[src/ffmt_pkg.sv]
// Package for the freefall/motion event detector.
// Assumes one 100 MHz clock and a simple register port from an
// external serial-bus front end.
package ffmt_pkg;
  // ----------------------------------------------------------------
  // Register map
  // ----------------------------------------------------------------
  localparam logic [7:0] ADDR_CONFIG = 8'h15;
  localparam logic [7:0] ADDR_SOURCE = 8'h16;
  localparam logic [7:0] ADDR_THRESHOLD = 8'h17;
  localparam logic [7:0] ADDR_DEBOUNCE = 8'h18;
  localparam logic [7:0] THRESHOLD_RESET = 8'h00;
  localparam logic [7:0] DEBOUNCE_RESET = 8'h00;
  localparam logic [7:0] CONFIG_RESET = 8'h00;
  // Field positions
  localparam int SRC_ACTIVE_BIT = 7;
  localparam int THS_MODE_BIT = 7;
  localparam int CFG_LATCH_BIT = 7;
  localparam int CFG_COMBINE_BIT = 6;
  localparam int CFG_Z_EN_BIT = 5;
  localparam int CFG_Y_EN_BIT = 4;
  localparam int CFG_X_EN_BIT = 3;
  // Magnitude width: 8 g span at 0.063 g per count, 7-bit compare
  localparam int MAG_W = 7;

  // One sample of three axes, magnitude plus sign
  typedef struct packed {
    logic [MAG_W-1:0] z_mag;
    logic z_neg;
    logic [MAG_W-1:0] y_mag;
    logic y_neg;
    logic [MAG_W-1:0] x_mag;
    logic x_neg;
  } sample_t;

  // Register access from the serial-bus front end
  typedef struct packed {
    logic wr;
    logic rd;
    logic [7:0] addr;
    logic [7:0] wdata;
  } reg_req_t;
endpackage

[src/freefall_motion_detector.sv]
// Freefall/motion detector with debounce and source register.
// Assumes samples arrive as one-cycle strobes at the output data
// rate, already scaled to 8 g span, and a register port per cycle.
module freefall_motion_detector
  import ffmt_pkg::*;
(
  input wire logic core_clk_i,
  input wire logic reset_n_i,
  input wire logic sample_valid_i,
  input wire sample_t sample_i,
  input wire reg_req_t reg_req_i,
  input wire logic detector_interrupt_enable_i,
  input wire logic detector_interrupt_route_i,
  output logic [7:0] reg_rdata_o,
  output logic int_line1_o,
  output logic int_line2_o
);
  // ----------------------------------------------------------------
  // Registers
  // ----------------------------------------------------------------
  logic [7:0] detector_config_register;
  logic [7:0] threshold_register;
  logic [7:0] debounce_count_register;
  logic [7:0] dbc;
  logic event_active_flag;
  logic [5:0] axis_flags;
  logic [6:0] threshold_value;
  logic debounce_mode_select, event_latch_enable, combination_select;
  logic x_detect_enable, y_detect_enable, z_detect_enable;
  logic src_read;
  logic count_wr;
  logic x_hi, y_hi, z_hi, cond;
  logic [5:0] live_flags, shown;
  logic [7:0] source_value;

  assign threshold_value = threshold_register[6:0];
  assign debounce_mode_select = threshold_register[THS_MODE_BIT];
  assign event_latch_enable = detector_config_register[CFG_LATCH_BIT];
  assign combination_select = detector_config_register[CFG_COMBINE_BIT];
  assign z_detect_enable = detector_config_register[CFG_Z_EN_BIT];
  assign y_detect_enable = detector_config_register[CFG_Y_EN_BIT];
  assign x_detect_enable = detector_config_register[CFG_X_EN_BIT];
  assign src_read = reg_req_i.rd && (reg_req_i.addr == ADDR_SOURCE);
  // Lowering the count pulls the counter down with it
  assign count_wr = reg_req_i.wr && (reg_req_i.addr == ADDR_DEBOUNCE);

  // ----------------------------------------------------------------
  // Axis comparison and combination
  // ----------------------------------------------------------------
  // Counts of 0.063 g over 8 g span, independent of full scale
  assign x_hi = sample_i.x_mag > threshold_value;
  assign y_hi = sample_i.y_mag > threshold_value;
  assign z_hi = sample_i.z_mag > threshold_value;
  // Disabled axes drop out of both combinations
  always_comb begin
    if (combination_select) begin
      cond = (x_detect_enable && x_hi) || (y_detect_enable && y_hi) ||
             (z_detect_enable && z_hi);
    end else begin
      cond = (x_detect_enable || y_detect_enable || z_detect_enable) &&
             (!x_detect_enable || !x_hi) && (!y_detect_enable || !y_hi) &&
             (!z_detect_enable || !z_hi);
    end
  end

  // Live per-axis flags, polarity one for negative g
  assign live_flags = {z_detect_enable && z_hi,
                       z_detect_enable && z_hi && sample_i.z_neg,
                       y_detect_enable && y_hi,
                       y_detect_enable && y_hi && sample_i.y_neg,
                       x_detect_enable && x_hi,
                       x_detect_enable && x_hi && sample_i.x_neg};

  // ----------------------------------------------------------------
  // Register writes
  // ----------------------------------------------------------------
  always_ff @(posedge core_clk_i or negedge reset_n_i) begin
    if (!reset_n_i) begin
      detector_config_register <= CONFIG_RESET;
      threshold_register <= THRESHOLD_RESET;
      debounce_count_register <= DEBOUNCE_RESET;
    end else if (reg_req_i.wr) begin
      case (reg_req_i.addr)
        ADDR_CONFIG: detector_config_register <= {reg_req_i.wdata[7:3],
                                                  3'h0};
        ADDR_THRESHOLD: threshold_register <= reg_req_i.wdata;
        ADDR_DEBOUNCE: debounce_count_register <= reg_req_i.wdata;
        default: ;
      endcase
    end
  end

  // ----------------------------------------------------------------
  // Debounce counter, one step per sample
  // ----------------------------------------------------------------
  always_ff @(posedge core_clk_i or negedge reset_n_i) begin
    if (!reset_n_i) begin
      dbc <= 8'h00;
    end else if (src_read && event_latch_enable) begin
      dbc <= 8'h00;
    end else if (count_wr && dbc >= reg_req_i.wdata) begin
      dbc <= reg_req_i.wdata;
    end else if (sample_valid_i) begin
      if (cond) begin
        if (dbc < debounce_count_register) begin
          dbc <= dbc + 8'h01;
        end else begin
          dbc <= debounce_count_register;
        end
      end else if (debounce_mode_select) begin
        dbc <= 8'h00;
      end else if (dbc != 8'h00) begin
        dbc <= dbc - 8'h01;
      end
    end
  end

  // ----------------------------------------------------------------
  // Event-active flag
  // ----------------------------------------------------------------
  // Next counter value decides the flag in the same sample
  logic [7:0] next_dbc;
  always_comb begin
    next_dbc = dbc;
    if (cond) begin
      next_dbc = (dbc < debounce_count_register) ? dbc + 8'h01
                                                 : debounce_count_register;
    end else if (debounce_mode_select) begin
      next_dbc = 8'h00;
    end else if (dbc != 8'h00) begin
      next_dbc = dbc - 8'h01;
    end
  end

  always_ff @(posedge core_clk_i or negedge reset_n_i) begin
    if (!reset_n_i) begin
      event_active_flag <= 1'b0;
    end else if (event_latch_enable) begin
      // Set beats a read in the same cycle
      if (sample_valid_i && cond &&
          next_dbc == debounce_count_register) begin
        event_active_flag <= 1'b1;
      end else if (src_read) begin
        event_active_flag <= 1'b0;
      end
    end else if (sample_valid_i) begin
      event_active_flag <= cond &&
                           (next_dbc == debounce_count_register);
    end
  end

  // ----------------------------------------------------------------
  // Axis flags: live, or frozen while latched event stands
  // ----------------------------------------------------------------
  always_ff @(posedge core_clk_i or negedge reset_n_i) begin
    if (!reset_n_i) begin
      axis_flags <= 6'h00;
    end else if (event_latch_enable && event_active_flag && !src_read) begin
      axis_flags <= axis_flags;
    end else if (event_latch_enable && src_read) begin
      axis_flags <= 6'h00;
    end else if (sample_valid_i) begin
      axis_flags <= live_flags;
    end
  end

  // Mask disabled axes on read
  assign shown = axis_flags & {{2{z_detect_enable}}, {2{y_detect_enable}},
                               {2{x_detect_enable}}};
  assign source_value = {event_active_flag, 1'b0, shown};

  // ----------------------------------------------------------------
  // Read data and interrupt outputs
  // ----------------------------------------------------------------
  always_ff @(posedge core_clk_i or negedge reset_n_i) begin
    if (!reset_n_i) begin
      reg_rdata_o <= 8'h00;
    end else if (reg_req_i.rd) begin
      case (reg_req_i.addr)
        ADDR_CONFIG: reg_rdata_o <= detector_config_register;
        ADDR_SOURCE: reg_rdata_o <= source_value;
        ADDR_THRESHOLD: reg_rdata_o <= threshold_register;
        ADDR_DEBOUNCE: reg_rdata_o <= debounce_count_register;
        default: reg_rdata_o <= 8'h00;
      endcase
    end
  end

  // Route one selects line 1, zero line 2
  always_ff @(posedge core_clk_i or negedge reset_n_i) begin
    if (!reset_n_i) begin
      int_line1_o <= 1'b0;
      int_line2_o <= 1'b0;
    end else begin
      int_line1_o <= event_active_flag && detector_interrupt_enable_i &&
                     detector_interrupt_route_i;
      int_line2_o <= event_active_flag && detector_interrupt_enable_i &&
                     !detector_interrupt_route_i;
    end
  end

  // ----------------------------------------------------------------
  // Checks
  // ----------------------------------------------------------------
  property p_saturate;
    @(posedge core_clk_i) disable iff (!reset_n_i)
      $stable(debounce_count_register) |-> dbc <= debounce_count_register;
  endproperty
  a_saturate: assert property (p_saturate) else $error("counter over");

  property p_clear_mode;
    @(posedge core_clk_i) disable iff (!reset_n_i)
      sample_valid_i && !cond && debounce_mode_select && !reg_req_i.wr
      |=> dbc == 8'h00;
  endproperty
  a_clear_mode: assert property (p_clear_mode) else $error("no clear");

  property p_decrement;
    @(posedge core_clk_i) disable iff (!reset_n_i)
      sample_valid_i && !cond && !debounce_mode_select && dbc != 8'h00 &&
      !src_read && !count_wr |=> dbc == $past(dbc) - 8'h01;
  endproperty
  a_decrement: assert property (p_decrement) else $error("no decr");

  property p_increment;
    @(posedge core_clk_i) disable iff (!reset_n_i)
      sample_valid_i && cond && dbc < debounce_count_register &&
      !src_read && !reg_req_i.wr |=> dbc == $past(dbc) + 8'h01;
  endproperty
  a_increment: assert property (p_increment) else $error("no incr");

  property p_hold;
    @(posedge core_clk_i) disable iff (!reset_n_i)
      !sample_valid_i && !src_read && !count_wr |=> $stable(dbc);
  endproperty
  a_hold: assert property (p_hold) else $error("step off sample");

  property p_latch_clear;
    @(posedge core_clk_i) disable iff (!reset_n_i)
      src_read && event_latch_enable && !reg_req_i.wr
      |=> dbc == 8'h00 && axis_flags == 6'h00;
  endproperty
  a_latch_clear: assert property (p_latch_clear) else $error("no clr");

  property p_latch_hold;
    @(posedge core_clk_i) disable iff (!reset_n_i)
      event_latch_enable && event_active_flag && !src_read
      |=> $stable(axis_flags);
  endproperty
  a_latch_hold: assert property (p_latch_hold) else $error("unfrozen");

  property p_mask;
    @(posedge core_clk_i) disable iff (!reset_n_i)
      !x_detect_enable |-> source_value[1:0] == 2'h0;
  endproperty
  a_mask: assert property (p_mask) else $error("x not masked");

  property p_irq;
    @(posedge core_clk_i) disable iff (!reset_n_i)
      event_active_flag && detector_interrupt_enable_i &&
      detector_interrupt_route_i |=> int_line1_o;
  endproperty
  a_irq: assert property (p_irq) else $error("no interrupt");

  property p_zero_count;
    @(posedge core_clk_i) disable iff (!reset_n_i)
      sample_valid_i && cond && debounce_count_register == 8'h00
      |=> event_active_flag;
  endproperty
  a_zero_count: assert property (p_zero_count)
    else $error("no set on zero count");

  property p_below_count;
    @(posedge core_clk_i) disable iff (!reset_n_i)
      sample_valid_i && !event_latch_enable &&
      debounce_count_register > 8'h01 &&
      dbc < debounce_count_register - 8'h01 |=> !event_active_flag;
  endproperty
  a_below_count: assert property (p_below_count)
    else $error("early event");

  property p_polarity;
    @(posedge core_clk_i) disable iff (!reset_n_i)
      sample_valid_i && !event_latch_enable && x_detect_enable &&
      sample_i.x_mag > threshold_value
      |=> axis_flags[1:0] == {1'b1, $past(sample_i.x_neg)};
  endproperty
  a_polarity: assert property (p_polarity)
    else $error("x flags wrong");

  property p_motion;
    @(posedge core_clk_i) disable iff (!reset_n_i)
      sample_valid_i && !event_latch_enable && combination_select &&
      debounce_count_register == 8'h00 && z_detect_enable &&
      sample_i.z_mag > threshold_value |=> event_active_flag;
  endproperty
  a_motion: assert property (p_motion)
    else $error("motion missed");

  property p_freefall;
    @(posedge core_clk_i) disable iff (!reset_n_i)
      sample_valid_i && !event_latch_enable && !combination_select &&
      x_detect_enable && sample_i.x_mag > threshold_value
      |=> !event_active_flag;
  endproperty
  a_freefall: assert property (p_freefall)
    else $error("false freefall");

  property p_source_read;
    @(posedge core_clk_i) disable iff (!reset_n_i)
      src_read |=> reg_rdata_o == $past(source_value) && !reg_rdata_o[6];
  endproperty
  a_source_read: assert property (p_source_read)
    else $error("source read");

  property p_irq_line2;
    @(posedge core_clk_i) disable iff (!reset_n_i)
      event_active_flag && detector_interrupt_enable_i &&
      !detector_interrupt_route_i |=> int_line2_o && !int_line1_o;
  endproperty
  a_irq_line2: assert property (p_irq_line2)
    else $error("no line 2");

  property p_irq_off;
    @(posedge core_clk_i) disable iff (!reset_n_i)
      !detector_interrupt_enable_i |=> !int_line1_o && !int_line2_o;
  endproperty
  a_irq_off: assert property (p_irq_off)
    else $error("ungated interrupt");

  property p_mask_y;
    @(posedge core_clk_i) disable iff (!reset_n_i)
      !y_detect_enable |-> source_value[3:2] == 2'h0;
  endproperty
  a_mask_y: assert property (p_mask_y) else $error("y not masked");

  property p_mask_z;
    @(posedge core_clk_i) disable iff (!reset_n_i)
      !z_detect_enable |-> source_value[5:4] == 2'h0;
  endproperty
  a_mask_z: assert property (p_mask_z) else $error("z not masked");

  property p_latch_flag;
    @(posedge core_clk_i) disable iff (!reset_n_i)
      event_latch_enable && event_active_flag && !src_read
      |=> event_active_flag;
  endproperty
  a_latch_flag: assert property (p_latch_flag)
    else $error("latched flag lost");

  c_event: cover property (@(posedge core_clk_i) $rose(event_active_flag));
  c_latched_read: cover property (@(posedge core_clk_i)
    event_active_flag && event_latch_enable && src_read);
  c_decrement: cover property (@(posedge core_clk_i)
    sample_valid_i && !cond && !debounce_mode_select && dbc != 8'h00);
  c_freefall: cover property (@(posedge core_clk_i)
    sample_valid_i && cond && !combination_select);
endmodule

[config.mk]
export PLATFORM = sky130hd
export DESIGN_NAME = freefall_motion_detector
export DESIGN_NICKNAME = d
export VERILOG_FILES = /design/src/ffmt_pkg.sv /design/src/freefall_motion_detector.sv
export SDC_FILE = /design/constraint.sdc
export NUM_CORES = 1
export LEC_CHECK = 0
export BUFFER_PORTS_ARGS = -buffer_cell sky130_fd_sc_hd__buf_2
export CAP_MARGIN = 30
export CORE_MARGIN = 4
export CORE_UTILIZATION = 55
export CTS_CLUSTER_DIAMETER = 120
export DETAILED_ROUTE_END_ITERATION = 6
export PLACE_DENSITY = 0.78
export RECOVER_POWER = 25
export SYNTH_ARGS = -nofsm -noshare
export SYNTH_HDL_FRONTEND = slang
export SYNTH_SLANG_ARGS = --single-unit
[constraint.sdc]
create_clock -name core_clk_i -period 5.45 [get_ports core_clk_i]
set_clock_uncertainty 0.15 [all_clocks]
set_input_delay 1.09 -clock core_clk_i [delete_from_list [all_inputs] [get_ports core_clk_i]]
set_output_delay 1.09 -clock core_clk_i [all_outputs]
set_load 0.02 [all_outputs]
==> summary.md <==
| Metric | Value |
|---|---|
| Status | `finished with violations` |
| Failing checks | `capacitance limit, slew limit` |
| Syn nets | `488` |
| Distinct cells, synth | `between 50 and 60` |
| Remaining DRCs | `0` |
| Area growth, synth to finish | `11.8%` |
| Nets@finish | `538` |
| # diodes | `0` |
| Top-count cell post-synth | `dfrtp_1` |
| Final TNS setup | `0 ns` |
| Pleak | `1.81 nW` |
| Reg power frac | `41.9%` |
| # setup viols final | `0` |
| Grt ovf | `0` |
| Sequential-to-total area share from yosys stat | `33.2%` |
| Fin crit period | `3.52 ns` |
| RSZ-0062 raised after global routing | `no` |
| Worst path required time | `5.53 ns` |
| List of most frequent post-synthesis cells | `dfrtp_1, nand2_1, ha_1` |
| Number of global-route vias before repair | `about 3300` |
| NetSw | `0.000422 W` |
| Post-Syn Instances | `402` |
| Internal | `between 0.0006 and 0.0007 W` |
| Core area | `6030 µm²` |
| Critical Path Max Stage Delay | `0.68 ns` |
| Final hold viol count | `0` |
| Area occupied by registers | `1150 µm²` |
| PwrDens | `284 nW/µm²` |
| EDFF count, synth | `0` |
| CP max FO | `7` |
| Slew Limit Fails | `42` |
| Total wire length | `9200 µm` |
| Setup ws final | `1.93 ns` |
| Synthesized area per cell | `8.63 µm²` |
| Wire per inst | `17.4 µm` |
| Clock network fraction of design power | `between 20% and 30%` |
| Vias | `3287` |
| Hold-fix buffers, CTS | `0` |
| Clk sink count | `between 40 and 50` |
| CP endpoint kind | `flip-flop` |
| Synthesized cell area | `3470 µm²` |
| Fmax | `about 280 MHz` |
| Clock Tree Buf Depth | `2` |
| Yosys Warn Count | `0` |
| Die height | `87.4 µm` |
| Footprint of the multi-input gates | `2110 µm²` |
| Largest area contributor in the netlist | `dfrtp_1` |
| Layout Utilization | `64.3%` |
| Worst Tran Pin Value | `2.20 ns` |
| Post-synth ARST share | `100%` |
| Synthesized flop and latch total | `46` |
| Logic pwr share | `between 30 and 40%` |
| Die footprint | `7640 µm²` |
| PortBufs | `56` |
| Post-route total power | `0.00110 W` |
| First-pass GRT wire length | `15400 µm` |
| Starting Density | `a little under three fifths` |
| Max-slew headroom | `-46.5%` |
| 1st-pass router iterations | `5` |
| Post-CTS Setup Bufs | `0` |
| DR iter-0 viols | `approximately 290` |
| Final GP Congestion | `0.957` |
| Worst-Skew Late Latency | `0.31 ns` |
| Worst Path Arrival | `about 3.6 ns` |
| H-tree depth | `2` |
| CTS Buf Count | `5` |
| Post-CTS sizing | `0` |
| Max-cap viol count | `1` |
| Post-route ant nets | `0` |
| Layout filler cell count | `about 540` |
| Worst min-delay path class | `flip-flop to flip-flop` |
| Root buf cell | `clkbuf_8` |
| Critical path's most frequent cell | `a21oi_1` |
| CP Launch Type | `input port` |
| Slowest-stage cell, CP | `nor4b_1` |
| Synth area leaders | `dfrtp_1, ha_1, nand2_1` |
| Synth top area share | `33.2%` |
| Max IR drop VDD | `0.210 mV` |
| CP cell instances | `buf_2, ha_1, a21oi_1, a21oi_1, o31a_1, nor4b_1, or2_1, nand2_1, a2bb2oi_1, a21oi_1` |
| # rows | `28` |
| Via density | `6.23` |
| Net Sw Frac | `38.3%` |
| Final Cycle Share | `64.6%` |
| GR Util All Layers | `25.4%` |
| Ys flop type | `dfrtp_1` |
| I/O Pins | `57` |
| Initial antenna violation count | `0` |
| Dpl ws | `1.66 ns` |
| CTS tree | `yes` |
| Die W | `87.4 µm` |
| Final HPWL DP | `7150 µm` |
| Largest net degree at the start of global routing | `42` |
| Fraction of layout cells with a size suffix above 1 | `15.9%` |
| CP Class | `input port to flip-flop` |
| Clock-pin slew of the registers on the worst-case setup and hold paths | `0.09 ns` |
## flip-flops by register name, indices dropped and copies added (netlist names)
signal and cells:
dbc 8, debounce_count_register 8, reg_rdata_o 8, threshold_register 8
axis_flags 6, detector_config_register 5, event_active_flag 1, int_line1_o 1
int_line2_o 1
## worst paths after layout
kind | from | to | slack (ns) | cells past startpoint
worst max-delay path | sample_i[19] | dbc[3] | 1.93 | 10
max in group asynchronous | reset_n_i | dbc[1] | 2.29 | 2
min in group asynchronous | reset_n_i | reg_rdata_o[3] | 0.49 | 1
worst max register to register | threshold_register[2] | dbc[3] | 2.29 | 10
worst min register to register | reg_rdata_o[2] | reg_rdata_o[2] | 0.38 | 2
worst min-delay path | reg_rdata_o[2] | reg_rdata_o[2] | 0.38 | 2
## final cells by class
cell class | instances | area share, %
clock inverters | 1 | 0.226
multi-input cells | 303 | 54.3
flip-flops and latches | 46 | 29.7
repair buffers | 58 | 7.45
well taps | 75 | 2.42
clock buffers | 7 | 2.23
inverters | 38 | 3.68
## metrics by stage
stage	area, µm²	hold WS, ns	cells
6_report	3880	0.377	528
5_1_grt	3880	0.390	528
4_1_cts	3900	0.372	528
3_5_place_dp	3800	0.354	520
3_3_place_gp	3770	0.343	518
2_1_floorplan	3470	0.320	402
## power by group through the flow
| stage | registers [W] | clock network, W | logic [W] |
|---|---|---|---|
| detailed placement | 0.000463 | 0 | 0.000409 |
| CTS | 0.000456 | 0.000224 | 0.000412 |
| global placement | 0.000464 | 0 | 0.000393 |
| global route | 0.000467 | 0.000242 | 0.000465 |
| floorplan | 0.000415 | 0 | 0.000346 |
| finish | 0.000461 | 0.000226 | 0.000413 |
## logic make-up after synthesis
family | synth area share [%]
flip-flops | 33.2
AO/OA/AOI/OAI | 22.4
XOR/XNOR | 4.55
buffers and inverters | 6.10
adder cells (fa/ha/maj) | 14.1
multiplexers | 3.14
AND/OR/NAND/NOR | 16.5
## cells in the final DEF, fill, tap and decap left out, types with 4 or more instances in the layout
master    instances
a21o_1            7
a21oi_1          28
a222oi_1          5
a31oi_1           5
and3_1            7
buf_2            54
clkbuf_1          4
clkbuf_8          6
dfrtp_1          46
ha_1             39
inv_1            38
mux2_2            7
nand2_1          43
nand2b_1          4
nand3_1          17
nand3b_1          4
nand4_1           6
nor2_1           20
nor2b_1           4
nor3_1            4
o211ai_1          5
o21ai_0          28
o22ai_1          10
xnor2_1          13
xor2_1            5
## routing by layer
layer / wire (µm) / share of wire (%) / GRT usage (%)
met1: 3990 / 43 / 35.2
met2: 4200 / 46 / 41.0
met3: 808 / 8.8 / 4.07
met4: 200 / 2.2 / 7.25
met5: 0 / 0 / 0
## worst max-delay path, delay by kind of cell
kind            cells  cell delay (ns)
compound gates      5             0.88
fa+ha+maj           1             0.32
buf+inv             1             0.10
simple gates        3             1.19
(Power assumes the default switching activity.)
